--- config.mk ---
export PLATFORM = sky130hd
export DESIGN_NAME = gbap_top
export DESIGN_NICKNAME = d
export VERILOG_FILES = /design/src/shared/gbap_pkg.sv /design/src/gbap_alarm_route.sv /design/src/gbap_top.sv
export SDC_FILE = /design/constraint.sdc
export NUM_CORES = 1
export LEC_CHECK = 0
export BUFFER_PORTS_ARGS = -buffer_cell sky130_fd_sc_hd__buf_2
export CORE_ASPECT_RATIO = 0.5
export CORE_UTILIZATION = 35
export CTS_CLUSTER_DIAMETER = 60
export DETAILED_ROUTE_END_ITERATION = 10
export GPL_TIMING_DRIVEN = 0
export PLACE_DENSITY = 0.68
export SYNTH_ARGS = -nofsm -noshare
export SYNTH_HDL_FRONTEND = slang
export SYNTH_SLANG_ARGS = --single-unit
--- constraint.sdc ---
create_clock -name core_clk -period 2.05 [get_ports core_clk]
set_clock_uncertainty 0.15 [all_clocks]
set_input_delay 0.1025 -clock core_clk [delete_from_list [all_inputs] [get_ports core_clk]]
set_output_delay 0.1025 -clock core_clk [all_outputs]
set_load 0.05 [all_outputs]
--- src/shared/gbap_pkg.sv ---
// Constants for the group B alarm power-down source register slice.
// Assumes a host-port register decoder upstream that presents word writes and reads.
package gbap_pkg;

    // ------------------------------------------------------------
    // Register map
    // ------------------------------------------------------------
    localparam logic [6:0]  GBAP_ADDR_DAC_SRC1 = 7'h49;
    localparam logic [6:0]  GBAP_ADDR_OUT_SRC0 = 7'h4A;
    localparam logic [15:0] GBAP_RST_DAC_SRC1  = 16'h1833;
    localparam logic [15:0] GBAP_RST_OUT_SRC0  = 16'h0000;
    localparam logic [15:0] GBAP_MASK_DAC_SRC1 = 16'h3833;
    localparam logic [15:0] GBAP_MASK_OUT_SRC0 = 16'h0133;

    // ------------------------------------------------------------
    // Field positions, group B converter source register
    // ------------------------------------------------------------
    localparam int GBAP_BIT_EXT_PIN  = 13;
    localparam int GBAP_BIT_REF      = 12;
    localparam int GBAP_BIT_THERMAL  = 11;
    localparam int GBAP_BIT_NEG_B    = 5;
    localparam int GBAP_BIT_NEG_A    = 4;
    localparam int GBAP_BIT_POS_B    = 1;
    localparam int GBAP_BIT_POS_A    = 0;

    // ------------------------------------------------------------
    // Field positions, output-switch group B source register
    // ------------------------------------------------------------
    localparam int GBAP_BIT_TEMP     = 8;
    localparam int GBAP_BIT_ADC1     = 5;
    localparam int GBAP_BIT_ADC0     = 4;
    localparam int GBAP_BIT_SENSE1   = 1;
    localparam int GBAP_BIT_SENSE0   = 0;

    // ------------------------------------------------------------
    // Sizes
    // ------------------------------------------------------------
    localparam int GBAP_REG_W        = 16;
    localparam int GBAP_ADDR_W       = 7;
    localparam int GBAP_CH_DEFAULT   = 4;
    localparam int GBAP_SYNC_STAGES  = 3;

endpackage

--- src/gbap_alarm_route.sv ---
// Per-channel routing of enabled alarm sources into power-down requests.
// Assumes alarms arrive aligned to the source register field positions.
`timescale 1ns/10ps
module gbap_alarm_route
    import gbap_pkg::*;
#(
    parameter int NUM_CH = GBAP_CH_DEFAULT
) (
    input  wire logic [GBAP_REG_W-1:0] alarm_vec,
    input  wire logic [GBAP_REG_W-1:0] src_mask,
    input  wire logic [NUM_CH-1:0]     chan_enable,
    output wire logic                  any_hit,
    output wire logic [NUM_CH-1:0]     pd_req
);

    // Elaboration-time refusal of unsupported channel counts
    if (NUM_CH < 1 || NUM_CH > 8) begin : g_bad_ch
        $error("gbap_alarm_route: NUM_CH must be 1 to 8");
    end

    // ------------------------------------------------------------
    // Source gating
    // ------------------------------------------------------------
    wire logic [GBAP_REG_W-1:0] hit_vec;
    assign hit_vec = alarm_vec & src_mask;
    assign any_hit = |hit_vec;

    // ------------------------------------------------------------
    // Channel gating
    // ------------------------------------------------------------
    genvar ch;
    generate
        for (ch = 0; ch < NUM_CH; ch++) begin : g_ch
            assign pd_req[ch] = any_hit & chan_enable[ch];
        end
    endgenerate

endmodule // gbap_alarm_route

--- src/gbap_top.sv ---
// Group B alarm power-down source registers and request generation.
// Assumes a host-port decoder on core_clk; alarm detectors other than the pin are on core_clk.
`timescale 1ns/10ps
module gbap_top
    import gbap_pkg::*;
#(
    parameter int NUM_CH = GBAP_CH_DEFAULT
) (
    input  wire logic                   core_clk,
    input  wire logic                   resetn,
    input  wire logic [GBAP_ADDR_W-1:0] reg_addr,
    input  wire logic [GBAP_REG_W-1:0]  reg_wdata,
    input  wire logic                   reg_wr,
    input  wire logic                   reg_rd,
    output logic      [GBAP_REG_W-1:0]  reg_rdata,
    output logic                        reg_rd_valid,
    input  wire logic                   ext_alarm_pin,
    input  wire logic                   reference_fault,
    input  wire logic                   thermal_error,
    input  wire logic                   neg_supply_b_alarm,
    input  wire logic                   neg_supply_a_alarm,
    input  wire logic                   pos_supply_b_alarm,
    input  wire logic                   pos_supply_a_alarm,
    input  wire logic [NUM_CH-1:0]      channel_autopowerdown_enable,
    output logic      [NUM_CH-1:0]      bias_converter_group_b_pd,
    output logic      [GBAP_REG_W-1:0]  dac_group_b_alarm_source_1,
    output logic      [GBAP_REG_W-1:0]  output_group_b_alarm_source_0
);

    // Elaboration-time refusal of unsupported channel counts
    if (NUM_CH < 1 || NUM_CH > 8) begin : g_bad_ch
        $error("gbap_top: NUM_CH must be 1 to 8");
    end

    // ------------------------------------------------------------
    // Registers
    // ------------------------------------------------------------
    logic [GBAP_REG_W-1:0]       dac_src1_r;
    logic [GBAP_REG_W-1:0]       dac_src1_nxt;
    logic [GBAP_REG_W-1:0]       out_src0_r;
    logic [GBAP_REG_W-1:0]       out_src0_nxt;
    logic [GBAP_REG_W-1:0]       rdata_r;
    logic [GBAP_REG_W-1:0]       rdata_nxt;
    logic                        rd_valid_r;
    logic [NUM_CH-1:0]           pd_r;
    logic [GBAP_SYNC_STAGES-1:0] ext_sync_r;
    logic                        ext_filt_r;
    logic                        ext_filt_nxt;

    // ------------------------------------------------------------
    // Address decode and write data
    // ------------------------------------------------------------
    wire logic sel_dac_src1;
    wire logic sel_out_src0;
    assign sel_dac_src1 = reg_addr == GBAP_ADDR_DAC_SRC1;
    assign sel_out_src0 = reg_addr == GBAP_ADDR_OUT_SRC0;

    // Reserved positions are masked off on write
    assign dac_src1_nxt = (reg_wr && sel_dac_src1) ? (reg_wdata & GBAP_MASK_DAC_SRC1) : dac_src1_r;
    assign out_src0_nxt = (reg_wr && sel_out_src0) ? (reg_wdata & GBAP_MASK_OUT_SRC0) : out_src0_r;

    // Unmapped addresses read zero
    assign rdata_nxt = !reg_rd      ? rdata_r    :
                       sel_dac_src1 ? dac_src1_r :
                       sel_out_src0 ? out_src0_r : 16'h0000;

    always_ff @(posedge core_clk) begin
        if (!resetn) begin
            dac_src1_r <= GBAP_RST_DAC_SRC1;
            out_src0_r <= GBAP_RST_OUT_SRC0;
            rdata_r    <= 16'h0000;
            rd_valid_r <= 1'b0;
        end else begin
            dac_src1_r <= dac_src1_nxt;
            out_src0_r <= out_src0_nxt;
            rdata_r    <= rdata_nxt;
            rd_valid_r <= reg_rd;
        end
    end

    // ------------------------------------------------------------
    // External alarm pin synchroniser and agreement filter
    // ------------------------------------------------------------
    assign ext_filt_nxt = (ext_sync_r[1] == ext_sync_r[2]) ? ext_sync_r[2] : ext_filt_r;

    always_ff @(posedge core_clk) begin
        if (!resetn) begin
            ext_sync_r <= 3'h0;
            ext_filt_r <= 1'b0;
        end else begin
            ext_sync_r <= {ext_sync_r[1:0], ext_alarm_pin};
            ext_filt_r <= ext_filt_nxt;
        end
    end

    // ------------------------------------------------------------
    // Alarm routing
    // ------------------------------------------------------------
    wire logic [GBAP_REG_W-1:0] alarm_vec;
    wire logic [NUM_CH-1:0]     pd_nxt;
    wire logic                  any_hit;

    assign alarm_vec = {2'b00, ext_filt_r, reference_fault, thermal_error, 5'b00000,
                        neg_supply_b_alarm, neg_supply_a_alarm, 2'b00,
                        pos_supply_b_alarm, pos_supply_a_alarm};

    gbap_alarm_route #(
        .NUM_CH      (NUM_CH)
    ) u_route (
        .alarm_vec   (alarm_vec),
        .src_mask    (dac_src1_r),
        .chan_enable (channel_autopowerdown_enable),
        .any_hit     (any_hit),
        .pd_req      (pd_nxt)
    );

    always_ff @(posedge core_clk) begin
        if (!resetn) begin
            pd_r <= '0;
        end else begin
            pd_r <= pd_nxt;
        end
    end

    // ------------------------------------------------------------
    // Outputs
    // ------------------------------------------------------------
    assign reg_rdata                     = rdata_r;
    assign reg_rd_valid                  = rd_valid_r;
    assign bias_converter_group_b_pd     = pd_r;
    assign dac_group_b_alarm_source_1    = dac_src1_r;
    assign output_group_b_alarm_source_0 = out_src0_r;

    // ------------------------------------------------------------
    // Assertions
    // ------------------------------------------------------------
    property p_ext_route;
        @(posedge core_clk) disable iff (!resetn)
        (ext_filt_r && dac_src1_r[GBAP_BIT_EXT_PIN]) |=> (pd_r == $past(channel_autopowerdown_enable));
    endproperty
    a_ext_route: assert property (p_ext_route) else $error("ext pin alarm not routed");

    property p_ref_route;
        @(posedge core_clk) disable iff (!resetn)
        (reference_fault && dac_src1_r[GBAP_BIT_REF]) |=> (pd_r == $past(channel_autopowerdown_enable));
    endproperty
    a_ref_route: assert property (p_ref_route) else $error("reference alarm not routed");

    property p_therm_route;
        @(posedge core_clk) disable iff (!resetn)
        (thermal_error && dac_src1_r[GBAP_BIT_THERMAL]) |=> (pd_r == $past(channel_autopowerdown_enable));
    endproperty
    a_therm_route: assert property (p_therm_route) else $error("thermal alarm not routed");

    property p_negb_route;
        @(posedge core_clk) disable iff (!resetn)
        (neg_supply_b_alarm && dac_src1_r[GBAP_BIT_NEG_B]) |=> (pd_r == $past(channel_autopowerdown_enable));
    endproperty
    a_negb_route: assert property (p_negb_route) else $error("neg supply b alarm not routed");

    property p_nega_route;
        @(posedge core_clk) disable iff (!resetn)
        (neg_supply_a_alarm && dac_src1_r[GBAP_BIT_NEG_A]) |=> (pd_r == $past(channel_autopowerdown_enable));
    endproperty
    a_nega_route: assert property (p_nega_route) else $error("neg supply a alarm not routed");

    property p_posb_route;
        @(posedge core_clk) disable iff (!resetn)
        (pos_supply_b_alarm && dac_src1_r[GBAP_BIT_POS_B]) |=> (pd_r == $past(channel_autopowerdown_enable));
    endproperty
    a_posb_route: assert property (p_posb_route) else $error("pos supply b alarm not routed");

    property p_posa_route;
        @(posedge core_clk) disable iff (!resetn)
        (pos_supply_a_alarm && dac_src1_r[GBAP_BIT_POS_A]) |=> (pd_r == $past(channel_autopowerdown_enable));
    endproperty
    a_posa_route: assert property (p_posa_route) else $error("pos supply a alarm not routed");

    property p_blocked;
        @(posedge core_clk) disable iff (!resetn)
        ((alarm_vec & dac_src1_r) == 16'h0000) |=> (pd_r == '0);
    endproperty
    a_blocked: assert property (p_blocked) else $error("power-down without enabled alarm");

    property p_rst_out;
        @(posedge core_clk)
        !resetn |=> (out_src0_r == GBAP_RST_OUT_SRC0);
    endproperty
    a_rst_out: assert property (p_rst_out) else $error("output source register reset wrong");

    property p_rst_dac;
        @(posedge core_clk)
        !resetn |=> (dac_src1_r == GBAP_RST_DAC_SRC1);
    endproperty
    a_rst_dac: assert property (p_rst_dac) else $error("converter source register reset wrong");

    property p_reserved;
        @(posedge core_clk) disable iff (!resetn)
        reg_wr |=> ((dac_src1_r & ~GBAP_MASK_DAC_SRC1) == 16'h0000)
                   && ((out_src0_r & ~GBAP_MASK_OUT_SRC0) == 16'h0000);
    endproperty
    a_reserved: assert property (p_reserved) else $error("reserved bit set");

    property p_ext_filter;
        @(posedge core_clk) disable iff (!resetn)
        (ext_sync_r[2] != ext_sync_r[1]) |=> $stable(ext_filt_r);
    endproperty
    a_ext_filter: assert property (p_ext_filter) else $error("pin filter changed on disagreement");

    cv_pd: cover property (@(posedge core_clk) disable iff (!resetn) any_hit ##1 (pd_r != '0));
    cv_write_dac: cover property (@(posedge core_clk) disable iff (!resetn) reg_wr && sel_dac_src1);
    cv_read_out: cover property (@(posedge core_clk) disable iff (!resetn) reg_rd && sel_out_src0 ##1 rd_valid_r);
    cv_ext_pd: cover property (@(posedge core_clk) disable iff (!resetn) ext_filt_r && any_hit);

endmodule // gbap_top

==> flow_metrics.env <==
export IMPL_tritoncts_clock_tree="built"
export IMPL_rr_startpoint="dac_group_b_alarm_source_1[0]"
export IMPL_wirelength_mm=3.43
export IMPL_synth_area_mux_share_pct=4.30
export IMPL_synth_area_sq_um=1400
export IMPL_synth_simple_area_share_pct=18.4
export IMPL_max_cap_violations=0
export IMPL_finalMaxSlewViolations=0
export IMPL_yosys_register_bits=29
export IMPL_category_of_the_worst_setup_path_launch_point="flop"
export IMPL_whs_ns=0.0443
export IMPL_final_setup_viol_count=0
export IMPL_antenna_found_initial=0
export IMPL_io_pin_count=91
export IMPL_ys_warnings_count=0
export IMPL_post_place_ws_ns=0.701
export IMPL_critical_path_s_slowest_cell="dfxtp_1"
export IMPL_clockBufferDepth=2
export IMPL_track_usage_pct=15.9
export IMPL_rsz0062_at_grt="false"
export IMPL_hold_path_startpoint="resetn"
export IMPL_cp_cell_sequence="a222oi_1 > a31oi_1 > and2_1"
export IMPL_wire_per_inst_um=11.2
export IMPL_diodes=0
export IMPL_ant_nets=0
export IMPL_placementRows=15
export IMPL_layout_core_utilization_pct=57.0
export IMPL_firstDrtPassIters=4
export IMPL_nets=292
export IMPL_yosys_area_share_xor_xnor_pct=0
export IMPL_number_of_global_route_vias_before_repair=1155
export IMPL_multi_input_comb_area_sq_um=618
export IMPL_synth_top_cells_by_count="buf_4 (31), dfxtp_1 (29), nand2_1 (14), a31oi_1 (11)"
export IMPL_worstPathArrival_ns=1.35
export IMPL_synthCells=153
export IMPL_die_width_um=91.4
export IMPL_synthFlopType="dfxtp_1"
export IMPL_n_fill_cell=340
export IMPL_holdPathStages=3
export IMPL_crit_fanout=4
export IMPL_timing_worst_setup_path_type="flop to flop"
export IMPL_critical_path_max_stage_delay_ns=0.34
export IMPL_dr_first_iter_drc_count=71
export IMPL_adder_and_majority_gate_portion_of_the_synthesized_area_pct=0
export IMPL_grt_pass1_wl_mm=5.06
export IMPL_grt_start_max_net_pins=11
export IMPL_required_ns=2.07
export IMPL_post_drt_via_cell_ratio=4.45
export IMPL_yosys_area_top_type_share_pct=41.5
export IMPL_core_sq_um=3620
export IMPL_synth_compound_area_share_pct=14.1
export IMPL_design_die_area_sq_um=4270
export IMPL_setup_worst_path_end_class="flop"
export IMPL_detailroute_via_count=1361
export IMPL_vdd_drop_max_uv=218
export IMPL_grt_overflow=0
export IMPL_r2r_cells=3
export IMPL_synth_top_area_cell="dfxtp_1"
export IMPL_clock_sink_count=29
export IMPL_cts_inserted_buffers=5
export IMPL_period_share_pct=64.7
export IMPL_run_status="completed"
export IMPL_worst_skew_pair_late_latency_ns=0.28
export IMPL_floorplan_die_height_um=46.7
export IMPL_place_congestion=0.770
export IMPL_post_cts_resize_count=0
export IMPL_fmax_mhz=754
export IMPL_synth_area_leaders="dfxtp_1 (42%), buf_4 (17%), a31oi_1 (4.9%)"
export IMPL_finalSetupTns_ns=0
export IMPL_seq_cell_area_sq_um=581
export IMPL_avgSynthCellArea_sq_um=9.13
export IMPL_initial_utilization_pct=38.6
export IMPL_clk_pin_slew_ns=0.06
export IMPL_dp_hpwl_mm=2.57
export IMPL_power_density_cell_area_nw_per_um2=680
export IMPL_yosysSeqAreaShare_pct=41.5
export IMPL_finalWorstPathRequiredPeriod_ns=1.33
export IMPL_cts_htree_levels=2
export IMPL_hold_viol_final=0
export IMPL_synth_edff_count=0
export IMPL_detail_route_drc_violations=0
export IMPL_p_leak_nw=1.03
export IMPL_drive_gt1_share_pct=38.4
export IMPL_synth_async_sr_flop_share_pct=0
export IMPL_yosysUniqueCellTypes=25
export IMPL_yosys_cell_count_top_type="buf_4"
export IMPL_area_growth_syn_to_layout_pct=47.7
export IMPL_setup_ws_ns=0.724
export IMPL_port_buffers=54
export IMPL_root_buffer_cell="clkbuf_8"
export IMPL_r2r_setup_slack_ns=0.72
export IMPL_worst_hold_path_type="primary input to flop"
export IMPL_synth_top_family_by_area="buffers and inverters"
export IMPL_timing_rr_end="bias_converter_group_b_pd[3]"
export IMPL_hold_path_endpoint="dac_group_b_alarm_source_1[0]"
-- worst max path at each step --
stage                                            end  slack [ns]  depth (start not counted)                           from
floorplan               bias_converter_group_b_pd[0]        0.62                          3  dac_group_b_alarm_source_1[0]
global placement      dac_group_b_alarm_source_1[12]        0.72                          5                    reg_addr[1]
detailed placement  output_group_b_alarm_source_0[4]        0.70                          5                    reg_addr[0]
CTS                     bias_converter_group_b_pd[3]        0.70                          3  dac_group_b_alarm_source_1[0]
global route            bias_converter_group_b_pd[2]        0.62                          3  dac_group_b_alarm_source_1[0]
finish                  bias_converter_group_b_pd[3]        0.72                          3  dac_group_b_alarm_source_1[0]
-- metal layers --
layer / vias to the layer above / share of wire, % / track usage, %
li1: 671 / - / -
met1: 631 / 42 / 18.3
met2: 55 / 52 / 28.6
met3: 4 / 5.5 / 5.78
met4: 0 / 0.96 / 5.40
met5: - / 0 / 0
-- flip-flops by register name (all words and copies together), names as in the netlist --
register	count
output_group_b_alarm_source_0	5
bias_converter_group_b_pd	4
ext_filt_r	1
dac_group_b_alarm_source_1	7
reg_rdata	8
ext_sync_r	3
reg_rd_valid	1
-- power by group --
group / switching [mW] / internal, mW / total (mW)
logic: 0.203 / 0.0990 / 0.302
clock network: 0.218 / 0.303 / 0.520
registers: 0.00472 / 0.576 / 0.581
total: 0.425 / 0.978 / 1.40
-- critical path, delay by kind of cell (launching register included) --
family | cells | cell delay, ns
compound gates | 2 | 0.53
flops | 1 | 0.34
simple gates | 1 | 0.19
-- per-stage QoR --
step                      std cells  total power, mW  cell area, sq um
after global routing            306             1.46              2060
after CTS                       306             1.41              2060
after global placement          285            0.871              1830
after detailed placement        285            0.873              1830
after floorplan                 180            0.820              1500
final                           306             1.40              2060
-- final cells by class --
type,count,share of cell area [%]
inverter,7,1.27
multi-input combinational,107,29.9
buffer,37,13.3
timing repair buffer,67,19.4
clock inverter,1,0.242
sequential,29,28.1
tap,51,3.09
clock buffer,7,4.67
-- timing repair --
item | CTS | global route
buffers inserted | 0 | 0
hold buffers | 13 | 0
hold endpoints to repair | 17 | 0
-- layout by cell type, fill, tap and decap left out, types with 6 or more instances in the layout --
cell / n
and2_1: 8
inv_1: 7
mux2i_1: 6
nand2_1: 14
buf_4: 31
dfxtp_1: 29
conb_1: 28
nand3_1: 8
clkbuf_8: 7
dlygate4sd3_1: 13
a211o_1: 6
buf_2: 54
a31oi_1: 11
-- logic make-up (layout without fill, tap and decap cells) --
family	after synthesis	after routing
AOI/OAI and AO/OA	30	30
buffers and inverters	44	119
DFF	29	29
muxes	6	6
other	1	28
and+or+nand+nor	43	43
Note: power is estimated with default switching activity, not from simulation.
